File: src/pkg/rsd_pkg.sv
// constants shared by the rail sequence and delay configuration block
package rsd_pkg;

	// subaddresses of the register file
	localparam logic [7:0] RSD_ADDR_REG_VOLT = 8'h1B;
	localparam logic [7:0] RSD_ADDR_SEQ_LOW = 8'h20;
	localparam logic [7:0] RSD_ADDR_SEQ_HIGH = 8'h21;

	// reset values
	localparam logic [5:0] RSD_VOLT_RESET = 6'h3D;
	localparam logic [7:0] RSD_SEQ_LOW_RESET = 8'h00;
	localparam logic [7:0] RSD_SEQ_HIGH_RESET = 8'h00;

	// field layout of the second sequencer register, and the padding of the voltage readback
	localparam int RSD_PAUSE9_BIT = 0;
	localparam int RSD_PD_MULT_BIT = 7;
	localparam logic [7:0] RSD_SEQ_HIGH_MASK = 8'h81;
	localparam logic [1:0] RSD_VOLT_PAD = 2'h0;

	// strobe numbering
	localparam int RSD_NUM_PAUSES = 9;
	localparam logic [3:0] RSD_STROBE_FIRST = 4'h1;
	localparam logic [3:0] RSD_STROBE_LAST = 4'hA;
	localparam logic [3:0] RSD_STROBE_ONE = 4'h1;
	localparam logic [3:0] RSD_STROBE_TWO = 4'h2;
	localparam logic [3:0] RSD_ASSIGN_MIN = 4'h3;
	localparam logic [3:0] RSD_ASSIGN_MAX = 4'hA;

	// timing, in milliseconds, and the clock rate in kHz
	localparam int RSD_CLK_KHZ = 40000;
	localparam int RSD_SHORT_PAUSE_MS = 2;
	localparam int RSD_LONG_PAUSE_MS = 5;
	localparam int RSD_BLANK_MS = 5;
	localparam logic [23:0] RSD_PD_FACTOR = 24'h00_000A;
	localparam logic [23:0] RSD_CNT_ONE = 24'h00_0001;
	localparam logic [23:0] RSD_CNT_ZERO = 24'h00_0000;

	typedef enum logic [1:0] {
		RSD_IDLE = 2'b01,
		RSD_PAUSE = 2'b10
	} rsd_state_t;

endpackage

File: src/verilog/rsd_seq_cfg.sv
// register file, voltage blanking timer and strobe sequencer
`timescale 1ns/10ps
module rsd_seq_cfg import rsd_pkg::*; #(
	parameter logic [23:0] SHORT_CYC = 24'(RSD_SHORT_PAUSE_MS * RSD_CLK_KHZ),
	parameter logic [23:0] LONG_CYC = 24'(RSD_LONG_PAUSE_MS * RSD_CLK_KHZ),
	parameter logic [23:0] BLANK_CYC = 24'(RSD_BLANK_MS * RSD_CLK_KHZ)
) (
	input wire logic sys_clk,
	input wire logic rstn,
	input wire logic [7:0] reg_addr,
	input wire logic [7:0] reg_wdata,
	input wire logic reg_wr,
	input wire logic reg_rd,
	output logic [7:0] reg_rdata,
	output logic reg_ack,
	input wire logic pw_unlock,
	input wire logic seq_up_req,
	input wire logic seq_down_req,
	input wire logic [3:0] rail_assign_code,
	output logic [5:0] aux_regulator_voltage_code,
	output logic monitor_blank,
	output logic strobe_pulse,
	output logic [3:0] strobe_num,
	output logic seq_busy,
	output logic rail_seq_en
);

	typedef struct packed {
		logic [7:0] seq_low;
		logic [7:0] seq_high;
		logic [5:0] volt;
		logic unlocked;
		logic blank;
		logic [23:0] blank_cnt;
		rsd_state_t state;
		logic down;
		logic [3:0] strobe;
		logic [23:0] pause_cnt;
		logic pulse;
		logic rail_en;
		logic [7:0] rdata;
		logic ack;
	} rsd_regs_t;

	rsd_regs_t st_r;
	rsd_regs_t st_nxt;
	logic [RSD_NUM_PAUSES-1:0] pause_sel;
	logic wr_volt_ok;
	logic [23:0] next_len;

	// ***************************************
	// pause selection
	// ***************************************
	assign pause_sel = {st_r.seq_high[RSD_PAUSE9_BIT], st_r.seq_low};

	// length of the pause that follows the strobe just issued, in cycles
	function automatic logic [23:0] pause_len(input logic [RSD_NUM_PAUSES-1:0] sel,
		input logic down, input logic mult, input logic [3:0] strobe);
		logic [3:0] idx;
		logic [23:0] base;
		idx = down ? strobe - RSD_STROBE_TWO : strobe - RSD_STROBE_ONE;
		if (int'(idx) < RSD_NUM_PAUSES) begin
			base = sel[idx] ? LONG_CYC : SHORT_CYC;
		end else begin
			// trailing pause after the last strobe has no delay bit, keep it short
			base = SHORT_CYC;
		end
		if (down && mult) begin
			base = 24'(base * RSD_PD_FACTOR);
		end
		return base;
	endfunction

	// ***************************************
	// next state
	// ***************************************
	always_comb begin
		st_nxt = st_r;
		st_nxt.pulse = 1'b0;
		st_nxt.ack = reg_wr | reg_rd;
		wr_volt_ok = reg_wr && st_r.unlocked && reg_addr == RSD_ADDR_REG_VOLT;
		next_len = RSD_CNT_ZERO;
		// register writes, protected by the unlock flag
		if (reg_wr && st_r.unlocked) begin
			if (reg_addr == RSD_ADDR_REG_VOLT) begin
				st_nxt.volt = reg_wdata[5:0];
				st_nxt.unlocked = 1'b0;
			end else if (reg_addr == RSD_ADDR_SEQ_LOW) begin
				st_nxt.seq_low = reg_wdata;
				st_nxt.unlocked = 1'b0;
			end else if (reg_addr == RSD_ADDR_SEQ_HIGH) begin
				st_nxt.seq_high = reg_wdata & RSD_SEQ_HIGH_MASK;
				st_nxt.unlocked = 1'b0;
			end
		end
		// a new unlock in the same cycle as a consuming write survives
		if (pw_unlock) begin
			st_nxt.unlocked = 1'b1;
		end
		// reads, unmapped subaddresses answer zero
		if (reg_rd) begin
			if (reg_addr == RSD_ADDR_REG_VOLT) begin
				st_nxt.rdata = {RSD_VOLT_PAD, st_r.volt};
			end else if (reg_addr == RSD_ADDR_SEQ_LOW) begin
				st_nxt.rdata = st_r.seq_low;
			end else if (reg_addr == RSD_ADDR_SEQ_HIGH) begin
				st_nxt.rdata = st_r.seq_high;
			end else begin
				st_nxt.rdata = 8'h00;
			end
		end
		// monitor blanking after a regulator voltage write
		if (wr_volt_ok) begin
			st_nxt.blank = 1'b1;
			st_nxt.blank_cnt = BLANK_CYC - RSD_CNT_ONE;
		end else if (st_r.blank) begin
			if (st_r.blank_cnt == RSD_CNT_ZERO) begin
				st_nxt.blank = 1'b0;
			end else begin
				st_nxt.blank_cnt = st_r.blank_cnt - RSD_CNT_ONE;
			end
		end
		// strobe sequencer
		case (st_r.state)
			RSD_IDLE: begin
				if (seq_up_req || seq_down_req) begin
					st_nxt.down = ~seq_up_req;
					st_nxt.strobe = seq_up_req ? RSD_STROBE_FIRST : RSD_STROBE_LAST;
					st_nxt.pulse = 1'b1;
					next_len = pause_len(pause_sel, ~seq_up_req,
						st_r.seq_high[RSD_PD_MULT_BIT], st_nxt.strobe);
					st_nxt.pause_cnt = next_len - RSD_CNT_ONE;
					st_nxt.state = RSD_PAUSE;
				end
			end
			RSD_PAUSE: begin
				if (st_r.pause_cnt != RSD_CNT_ZERO) begin
					st_nxt.pause_cnt = st_r.pause_cnt - RSD_CNT_ONE;
				end else if ((!st_r.down && st_r.strobe == RSD_STROBE_LAST) ||
					(st_r.down && st_r.strobe == RSD_STROBE_FIRST)) begin
					st_nxt.state = RSD_IDLE;
				end else begin
					st_nxt.strobe = st_r.down ? st_r.strobe - RSD_STROBE_ONE :
						st_r.strobe + RSD_STROBE_ONE;
					st_nxt.pulse = 1'b1;
					next_len = pause_len(pause_sel, st_r.down,
						st_r.seq_high[RSD_PD_MULT_BIT], st_nxt.strobe);
					st_nxt.pause_cnt = next_len - RSD_CNT_ONE;
				end
			end
			default: begin
				st_nxt.state = RSD_IDLE;
			end
		endcase
		// rail switches at its assigned strobe, codes outside range never sequence
		if (st_nxt.pulse && rail_assign_code >= RSD_ASSIGN_MIN &&
			rail_assign_code <= RSD_ASSIGN_MAX && st_nxt.strobe == rail_assign_code) begin
			st_nxt.rail_en = ~st_nxt.down;
		end
	end

	always_ff @(posedge sys_clk or negedge rstn) begin
		if (!rstn) begin
			st_r <= '{seq_low: RSD_SEQ_LOW_RESET, seq_high: RSD_SEQ_HIGH_RESET,
				volt: RSD_VOLT_RESET, state: RSD_IDLE, default: '0};
		end else begin
			st_r <= st_nxt;
		end
	end

	assign reg_rdata = st_r.rdata;
	assign reg_ack = st_r.ack;
	assign aux_regulator_voltage_code = st_r.volt;
	assign monitor_blank = st_r.blank;
	assign strobe_pulse = st_r.pulse;
	assign strobe_num = st_r.strobe;
	assign seq_busy = st_r.state == RSD_PAUSE;
	assign rail_seq_en = st_r.rail_en;
endmodule // rsd_seq_cfg

File: config.mk
export PLATFORM = sky130hd
export DESIGN_NAME = rsd_seq_cfg
export DESIGN_NICKNAME = d
export VERILOG_FILES = /design/src/pkg/rsd_pkg.sv /design/src/verilog/rsd_seq_cfg.sv
export SDC_FILE = /design/constraint.sdc
export NUM_CORES = 1
export LEC_CHECK = 0
export ABC_CLOCK_PERIOD_IN_PS = 6850
export BUFFER_PORTS_ARGS = -buffer_cell sky130_fd_sc_hd__buf_2
export CAP_MARGIN = 30
export CORE_ASPECT_RATIO = 1.2
export CORE_MARGIN = 5
export CORE_UTILIZATION = 65
export CTS_BUF_LIST = sky130_fd_sc_hd__clkbuf_8
export DETAILED_ROUTE_END_ITERATION = 10
export HOLD_SLACK_MARGIN = 0.08
export MAX_ROUTING_LAYER = met4
export PLACE_DENSITY = 0.94
export SYNTH_ARGS = -nofsm -noshare
export SYNTH_HDL_FRONTEND = slang
export SYNTH_SLANG_ARGS = --single-unit
File: constraint.sdc
create_clock -name sys_clk -period 6.85 [get_ports sys_clk]
set_input_delay 1.37 -clock sys_clk [delete_from_list [all_inputs] [get_ports sys_clk]]
set_output_delay 1.37 -clock sys_clk [all_outputs]
set_load 0.1 [all_outputs]
== Word-level counts from Yosys, hierarchy flattened ==
Cells that the tools add are included.

* Register bits: 84
* Input port bits: 27
* Output and inout bits: 23
* Logic and storage cells: 121

* Add/subtract/negate cells: 10
* $mul: 2
* Order comparisons: 6
* Eq/ne operators: 13
* Multiplexer cells: 46
* Bitwise operators: 5
* Reductions and logical operators: 25

{| class="wikitable"
|+ Operators with widths
! cell !! number
|-
| 24-bit two-way mux || 14
|-
| 24-bit by 1-bit subtractor with 24-bit output, second input constant || 4
|-
| 18-bit two-way mux || 4
|-
| 29-bit case mux with 2 select lines || 1
|-
| 25-bit two-way mux || 2
|-
| 24-bit by 3-bit multiplier with 23-bit output, second input constant || 2
|-
| 32-bit two-way mux || 1
|-
| 29-bit two-way mux || 1
|-
| 24-bit logical NOT || 1
|-
| 8-bit two-way mux || 3
|-
| 24-bit nonzero test || 1
|-
| 4-bit two-way mux || 5
|-
| 8-bit by 6-bit equality test with 1-bit output, second input constant || 2
|-
| 4-bit by 1-bit subtractor with 4-bit output, second input constant || 3
|-
| 4-bit by 5-bit less-than comparator with 1-bit output, second input constant || 2
|-
| 1-bit two-way mux || 10
|-
| 1-bit logical AND || 9
|-
| 3-bit AND reduction || 3
|-
| 1-bit binary-select mux with 4-bit select || 2
|-
| 8-bit by 5-bit equality test with 1-bit output, second input constant || 1
|-
| 4-bit less-than comparator, second input constant || 2
|-
| 4-bit by 2-bit subtractor with 4-bit output, second input constant || 2
|-
| 2-bit inequality test, second input constant || 3
|-
| 2-bit AND reduction || 3
|-
| other kinds (19) || 26
|}

== Depth between registers and ports, before layout ==
* Depth in word-level cells: 23
* Mapped depth: 14
* Depth with buffers taken out: 12

== Worst setup path before layout ==
OpenSTA, ideal clock, no wires.

* Kind: in2reg
* Start point: input port reg_addr[2]
* End point: register st_r (netlist bit pause_sel[0])
* Library setup time: 0.125 ns
* Data arrival time: 3.360 ns
* Required time: 6.725 ns
* Slack: 3.365 ns
* Stages: 6
* Path buffers: 1
* Cell sequence: or3_1 -> or4_1 -> nor2_1 -> and3_1 -> clkbuf_1 -> mux2_2

* Cells in the longest elaborated chain, start to end: 3
* Elaborated cells on any way between the ends: 4
* Those cells by class: eq/ne: 2; bitwise: 1; reduce/logical: 1

{| class="wikitable"
|+ Ends and longest elaborated chain
! item !! line !! text
|-
| from (decl) || rsd_seq_cfg.sv:10 || <nowiki>input wire logic [7:0] reg_addr,</nowiki>
|-
| 8-bit by 5-bit equality test with 1-bit output || rsd_seq_cfg.sv:85 || <nowiki>if (reg_addr == RSD_ADDR_REG_VOLT) begin</nowiki>
|-
| 1-bit NOT (no source line) || - ||
|-
| 3-bit AND reduction (no source line) (*) || - ||
|-
| to (signal assigned) || rsd_seq_cfg.sv:164 || <nowiki>st_r <= '{seq_low: RSD_SEQ_LOW_RESET, seq_high: RSD_SEQ_HIGH_RESET,</nowiki>
|-
| to (signal assigned) || rsd_seq_cfg.sv:167 || <nowiki>st_r <= st_nxt;</nowiki>
|-
| to (decl) || rsd_seq_cfg.sv:45 || <nowiki>rsd_regs_t st_r;</nowiki>
|}

Every way passes the cells marked *; elsewhere a longest branch is shown, timed or not.
A chain may end at the register's enable or synchronous reset.

== Worst setup path after layout ==
* Start point: register st_r (netlist bit strobe_num[0])
* End point: register st_r[19] in the netlist's numbering

* Cells in the longest elaborated chain, start to end: 20
* Elaborated cells on any way between the ends: 30
* Those cells by class: add/sub: 5; mul: 1; order compare: 1; eq/ne: 3; mux: 16; reduce/logical: 4

{| class="wikitable"
|+ Ends and longest elaborated chain
! item !! line !! text
|-
| 4-bit by 1-bit adder with 4-bit output / 4-bit by 1-bit subtractor with 4-bit output (equally long branches) || rsd_seq_cfg.sv:144, rsd_seq_cfg.sv:143 ||
|-
| 4-bit two-way mux || rsd_seq_cfg.sv:143 || <nowiki>st_nxt.strobe = st_r.down ? st_r.strobe - RSD_STROBE_ONE :</nowiki>
|-
| 4-bit by 1-bit subtractor with 4-bit output / 4-bit by 2-bit subtractor with 4-bit output (equally long branches) || rsd_seq_cfg.sv:61 || <nowiki>idx = down ? strobe - RSD_STROBE_TWO : strobe - RSD_STROBE_ONE;</nowiki>
|-
| 4-bit two-way mux || rsd_seq_cfg.sv:61 ||
|-
| 1-bit binary-select mux with 4-bit select || rsd_seq_cfg.sv:63 || <nowiki>base = sel[idx] ? LONG_CYC : SHORT_CYC;</nowiki>
|-
| 1-bit two-way mux (not written as such) || rsd_seq_cfg.sv:63 ||
|-
| 18-bit two-way mux || rsd_seq_cfg.sv:63 ||
|-
| 18-bit two-way mux || rsd_seq_cfg.sv:62 || <nowiki>if (int'(idx) < RSD_NUM_PAUSES) begin</nowiki>
|-
| (+4 left out) || - ||
|-
| 24-bit two-way mux || rsd_seq_cfg.sv:68 || <nowiki>if (down && mult) begin</nowiki>
|-
| 24-bit two-way mux || rsd_seq_cfg.sv:139 || <nowiki>end else if ((!st_r.down && st_r.strobe == RSD_STROBE_LAST) ||</nowiki>
|-
| 24-bit two-way mux || rsd_seq_cfg.sv:137 || <nowiki>if (st_r.pause_cnt != RSD_CNT_ZERO) begin</nowiki>
|-
| 24-bit two-way mux || rsd_seq_cfg.sv:124 || <nowiki>case (st_r.state)</nowiki>
|-
| 24-bit by 1-bit subtractor with 24-bit output || rsd_seq_cfg.sv:148 || <nowiki>st_nxt.pause_cnt = next_len - RSD_CNT_ONE;</nowiki>
|-
| 29-bit two-way mux || rsd_seq_cfg.sv:139 ||
|-
| 24-bit two-way mux || rsd_seq_cfg.sv:137 ||
|-
| 29-bit case mux with 2 select lines || rsd_seq_cfg.sv:124 ||
|}

Several ways; a longest one is shown, not always the timed one. The select of a mux whose other input is x is not followed.

==> impl_table.tex <==
\begin{tabular}{lr}
\hline
Metric & Value \\
\hline
\multicolumn{2}{l}{\textbf{Outcome}} \\
Status & complete, no violations \\
\multicolumn{2}{l}{\textbf{GRT}} \\
Global-route wire length before repair & 20.7 mm \\
Total gr overflow & 0 \\
Antenna violations before repair & 0 \\
Aggregate global-route resource usage & 26.6\% \\
Maximum number of pins on one net before global-route repair & 44 \\
Via count of the first global-routing pass & 4464 \\
\multicolumn{2}{l}{\textbf{Worst setup path}} \\
Crit Path Max Fanout & 11 \\
Sort of element at the end of the critical path & flop \\
Setup Crit Path Kind & reg -> reg \\
Worst setup slack for register-to-register paths & 3.12 ns \\
Kind of launch point of the worst setup path & flop \\
Data required time at the worst endpoint & 7.12 ns \\
Data arrival time of the critical path & 4.00 ns \\
\multicolumn{2}{l}{\textbf{Clock tree}} \\
Total of hold buffers inserted after clock tree synthesis & 0 \\
Buffers from clock root to sink, at most & 2 \\
Buffer count from post-CTS setup fixing & 0 \\
Clock network latency to the later pin of the worst-skew pair & 0.37 ns \\
Level count of the clock H-tree & 3 \\
Clock transition at path regs & 0.09 ns \\
Clock tree from TritonCTS & done \\
Number of cells upsized or downsized after cts & 0 \\
CTS root buffer & clkbuf\_8 \\
Clock net sink count & 84 \\
Total clock buffers created by CTS & 9 \\
\multicolumn{2}{l}{\textbf{Final layout}} \\
Non-filler instance count after layout & 695 \\
Proportion of layout cells with a drive suffix above 1 & 17.5\% \\
Commonest non-fill, non-tap cell in the layout & dfrtp\_1 \\
Area growth from synthesis to layout & 6.61\% \\
Commonest cells after routing, fill and taps aside & dfrtp\_1 (78), nor2\_1 (56), nand2\_1 (53) \\
Number of diodes added for antenna fixing & 0 \\
Core Util, Final & 69.8\% \\
Number of nets in the finished design & 640 \\
\multicolumn{2}{l}{\textbf{Yosys}} \\
Mean cell area of the mapped netlist & 9.16 µm² \\
Count of unique library cells instantiated by Yosys & 73 \\
Number of synthesized flops with an enable pin & 0 \\
Combined area of all synthesized cells & 5250 µm² \\
Gate Count Post-Synth & 573 \\
Yosys warnings & 0 \\
Async set-or-reset flop fraction in the synthesized netlist & 100\% \\
Part of the Yosys area used for sequential elements & 40.2\% \\
Flop and latch count out of synthesis & 84 \\
Flip-flop cell with the highest count after synthesis & dfrtp\_1 \\
Net Count, Synth & 618 \\
\multicolumn{2}{l}{\textbf{Power and ir drop}} \\
Internal power contribution & 1.13 mW \\
Cell Pwr Density & 380 nW/µm² \\
Switch share & 47.0\% \\
Psw & 0.999 mW \\
Combinational power share & 51.0\% \\
Relative contribution of the clock network to total power & 15.6\% \\
Sequential group share of total power & 33.3\% \\
Leakage power & 2.41 nW \\
Worst vdd ir & 0.000207 V \\
Overall power of the completed layout & 2.13 mW \\
\multicolumn{2}{l}{\textbf{Routing}} \\
Detailed-router iteration count before antenna repair & 5 \\
Number of antenna-violating nets in the routed design & 0 \\
Overall via count from detail\_route & 4533 \\
DRC violation count after routing & 0 \\
Mean number of vias per cell & 6.52 \\
Detailed Route Iter0 Violations & 311 \\
WL/cell & 17.6 µm \\
Final Routed Wirelength & 12.2 mm \\
\multicolumn{2}{l}{\textbf{Timing}} \\
Normalized max-slew margin & 32.9\% \\
Min Hold Slack & 0.472 ns \\
Setup repair after global routing missed its margin & false \\
Transition time of the tightest slew-check pin & 0.997 ns \\
Final critical delay including setup and external delays & 3.73 ns \\
Post-Route Setup TNS & 0 ns \\
Highest clock rate & 0.268 GHz \\
Final setup violation count & 0 \\
Final Max Slew Viols & 0 \\
Final hold viol count & 0 \\
Period Utilization, post-route & 54.5\% \\
Maximum clock skew at final layout & 0.0110 ns \\
\multicolumn{2}{l}{\textbf{Floorplanning}} \\
Total I/O pin count & 50 \\
Die width & 92.0 µm \\
Area of the die & 9980 µm² \\
FP Rows & 36 \\
Initial core utilization & 65.4\% \\
Die boundary height & 108 µm \\
Floorplan core area & 8020 µm² \\
\multicolumn{2}{l}{\textbf{Placement}} \\
Count of buffers from port buffering & 49 \\
Routability Congestion & 0.923 \\
HPWL Detailed & 8.98 mm \\
Placed Instances & 679 \\
\multicolumn{2}{l}{\textbf{Worst hold path}} \\
Worst hold path type & reg -> reg \\
\multicolumn{2}{l}{\textbf{Run}} \\
Max-cap viol count & 0 \\
\hline
\end{tabular}
-- worst paths after layout --
check                                              startpoint                       endpoint  depth (start not counted)
worst min register to register  aux_regulator_voltage_code[4]  aux_regulator_voltage_code[4]                          2
worst min-delay path            aux_regulator_voltage_code[4]  aux_regulator_voltage_code[4]                          2
max in group asynchronous                                rstn                       st_r[40]                          2
min in group asynchronous                                rstn                  strobe_num[3]                          1
worst max register to register                  strobe_num[0]                       st_r[19]                         11
worst max-delay path                            strobe_num[0]                       st_r[19]                         11
-- stage by stage --
stage               instance area (µm²)  worst slack [ns]
floorplan                          5250              3.36
global placement                   5390              3.26
detailed placement                 5410              3.14
CTS                                5590              3.14
global route                       5590              2.87
finish                             5590              3.12
-- metal layers --
metal  share of wire [%]  vias to the layer above  global-route usage [%]
met5                   0                        -                       -
met1                  42                     2207                    32.5
li1                    -                     2104                       -
met2                  50                      186                    43.5
met4                 2.5                        0                    12.7
met3                 5.6                       36                    3.90
-- cell usage after synthesis (all sizes together) (3+ instances only) --
| master | number | area share [%] |
|---|---|---|
| ha | 18 | 4.3 |
| nand2 | 53 | 3.8 |
| o22ai | 3 | 0.36 |
| nor4b | 4 | 0.67 |
| nand2b | 4 | 0.48 |
| a211o | 4 | 0.69 |
| mux2i | 5 | 0.95 |
| clkbuf | 16 | 1.1 |
| a22oi | 6 | 0.86 |
| nand3 | 21 | 2.0 |
| a21oi | 34 | 3.2 |
| a31oi | 11 | 1.3 |
| nor2 | 57 | 4.4 |
| dfrtp | 78 | 37 |
| and3 | 7 | 0.83 |
| o22a | 4 | 0.67 |
| inv | 22 | 1.6 |
| nor2b | 6 | 0.72 |
| a22o | 5 | 0.83 |
| xnor2 | 16 | 2.7 |
| or3 | 7 | 0.83 |
| nor4 | 12 | 2.1 |
| dfstp | 6 | 3.0 |
| xor2 | 13 | 2.2 |
| nor3 | 22 | 2.5 |
| o21ai | 32 | 3.1 |
| a21o | 3 | 0.43 |
| buf | 25 | 3.4 |
| a211oi | 5 | 0.72 |
| or4 | 6 | 1.0 |
| or2 | 6 | 0.72 |
| o31ai | 4 | 0.57 |
| mux2 | 12 | 2.6 |
| nand4 | 7 | 0.83 |
-- power by group through the flow --
| stage | combinational (mW) | sequential [mW] | clock [mW] |
|---|---|---|---|
| final | 1.09 | 0.710 | 0.333 |
| after detailed placement | 1.07 | 0.715 | 0 |
| after global routing | 1.19 | 0.724 | 0.360 |
| after floorplan | 0.863 | 0.711 | 0 |
| after CTS | 1.08 | 0.706 | 0.334 |
| after global placement | 1.03 | 0.708 | 0 |
-- area by class of cell --
type / count / area (µm²)
Clock buffer: 10 / 138
Clock inverter: 6 / 41.3
Fill cell: 602 / 2420
Inverter: 22 / 82.6
Multi-Input combinational cell: 426 / 2820
Sequential cell: 84 / 2110
Tap cell: 95 / 119
Timing Repair Buffer: 52 / 279
-- critical path, cell delays in order (launching register included) --
cell and delay (ns):
dfrtp_1 0.48, inv_1 0.14, ha_1 0.37, nor4_1 0.57
a21oi_1 0.16, or2_2 0.31, mux2i_1 0.14, a22o_1 0.44
xnor2_1 0.18, ha_1 0.19, xor3_1 0.42, o31ai_1 0.23
-- kinds of logic after synthesis --
| logic type | count (synthesis) | share of synthesized area, % |
|---|---|---|
| XOR/XNOR | 30 | 5.29 |
| AO/OA/AOI/OAI | 135 | 16.9 |
| buffers and inverters | 63 | 6.08 |
| AND/OR/NAND/NOR | 225 | 23.2 |
| multiplexers | 18 | 3.96 |
| flip-flops | 84 | 40.2 |
| adder cells (fa/ha/maj) | 18 | 4.29 |
-- registers in the layout, summed over array words and instances (netlist names) --
register,count
st_r,53
pause_sel,9
reg_rdata,8
aux_regulator_voltage_code,6
strobe_num,4
monitor_blank,1
rail_seq_en,1
reg_ack,1
strobe_pulse,1
Note: power is estimated with default switching activity, not from simulation.
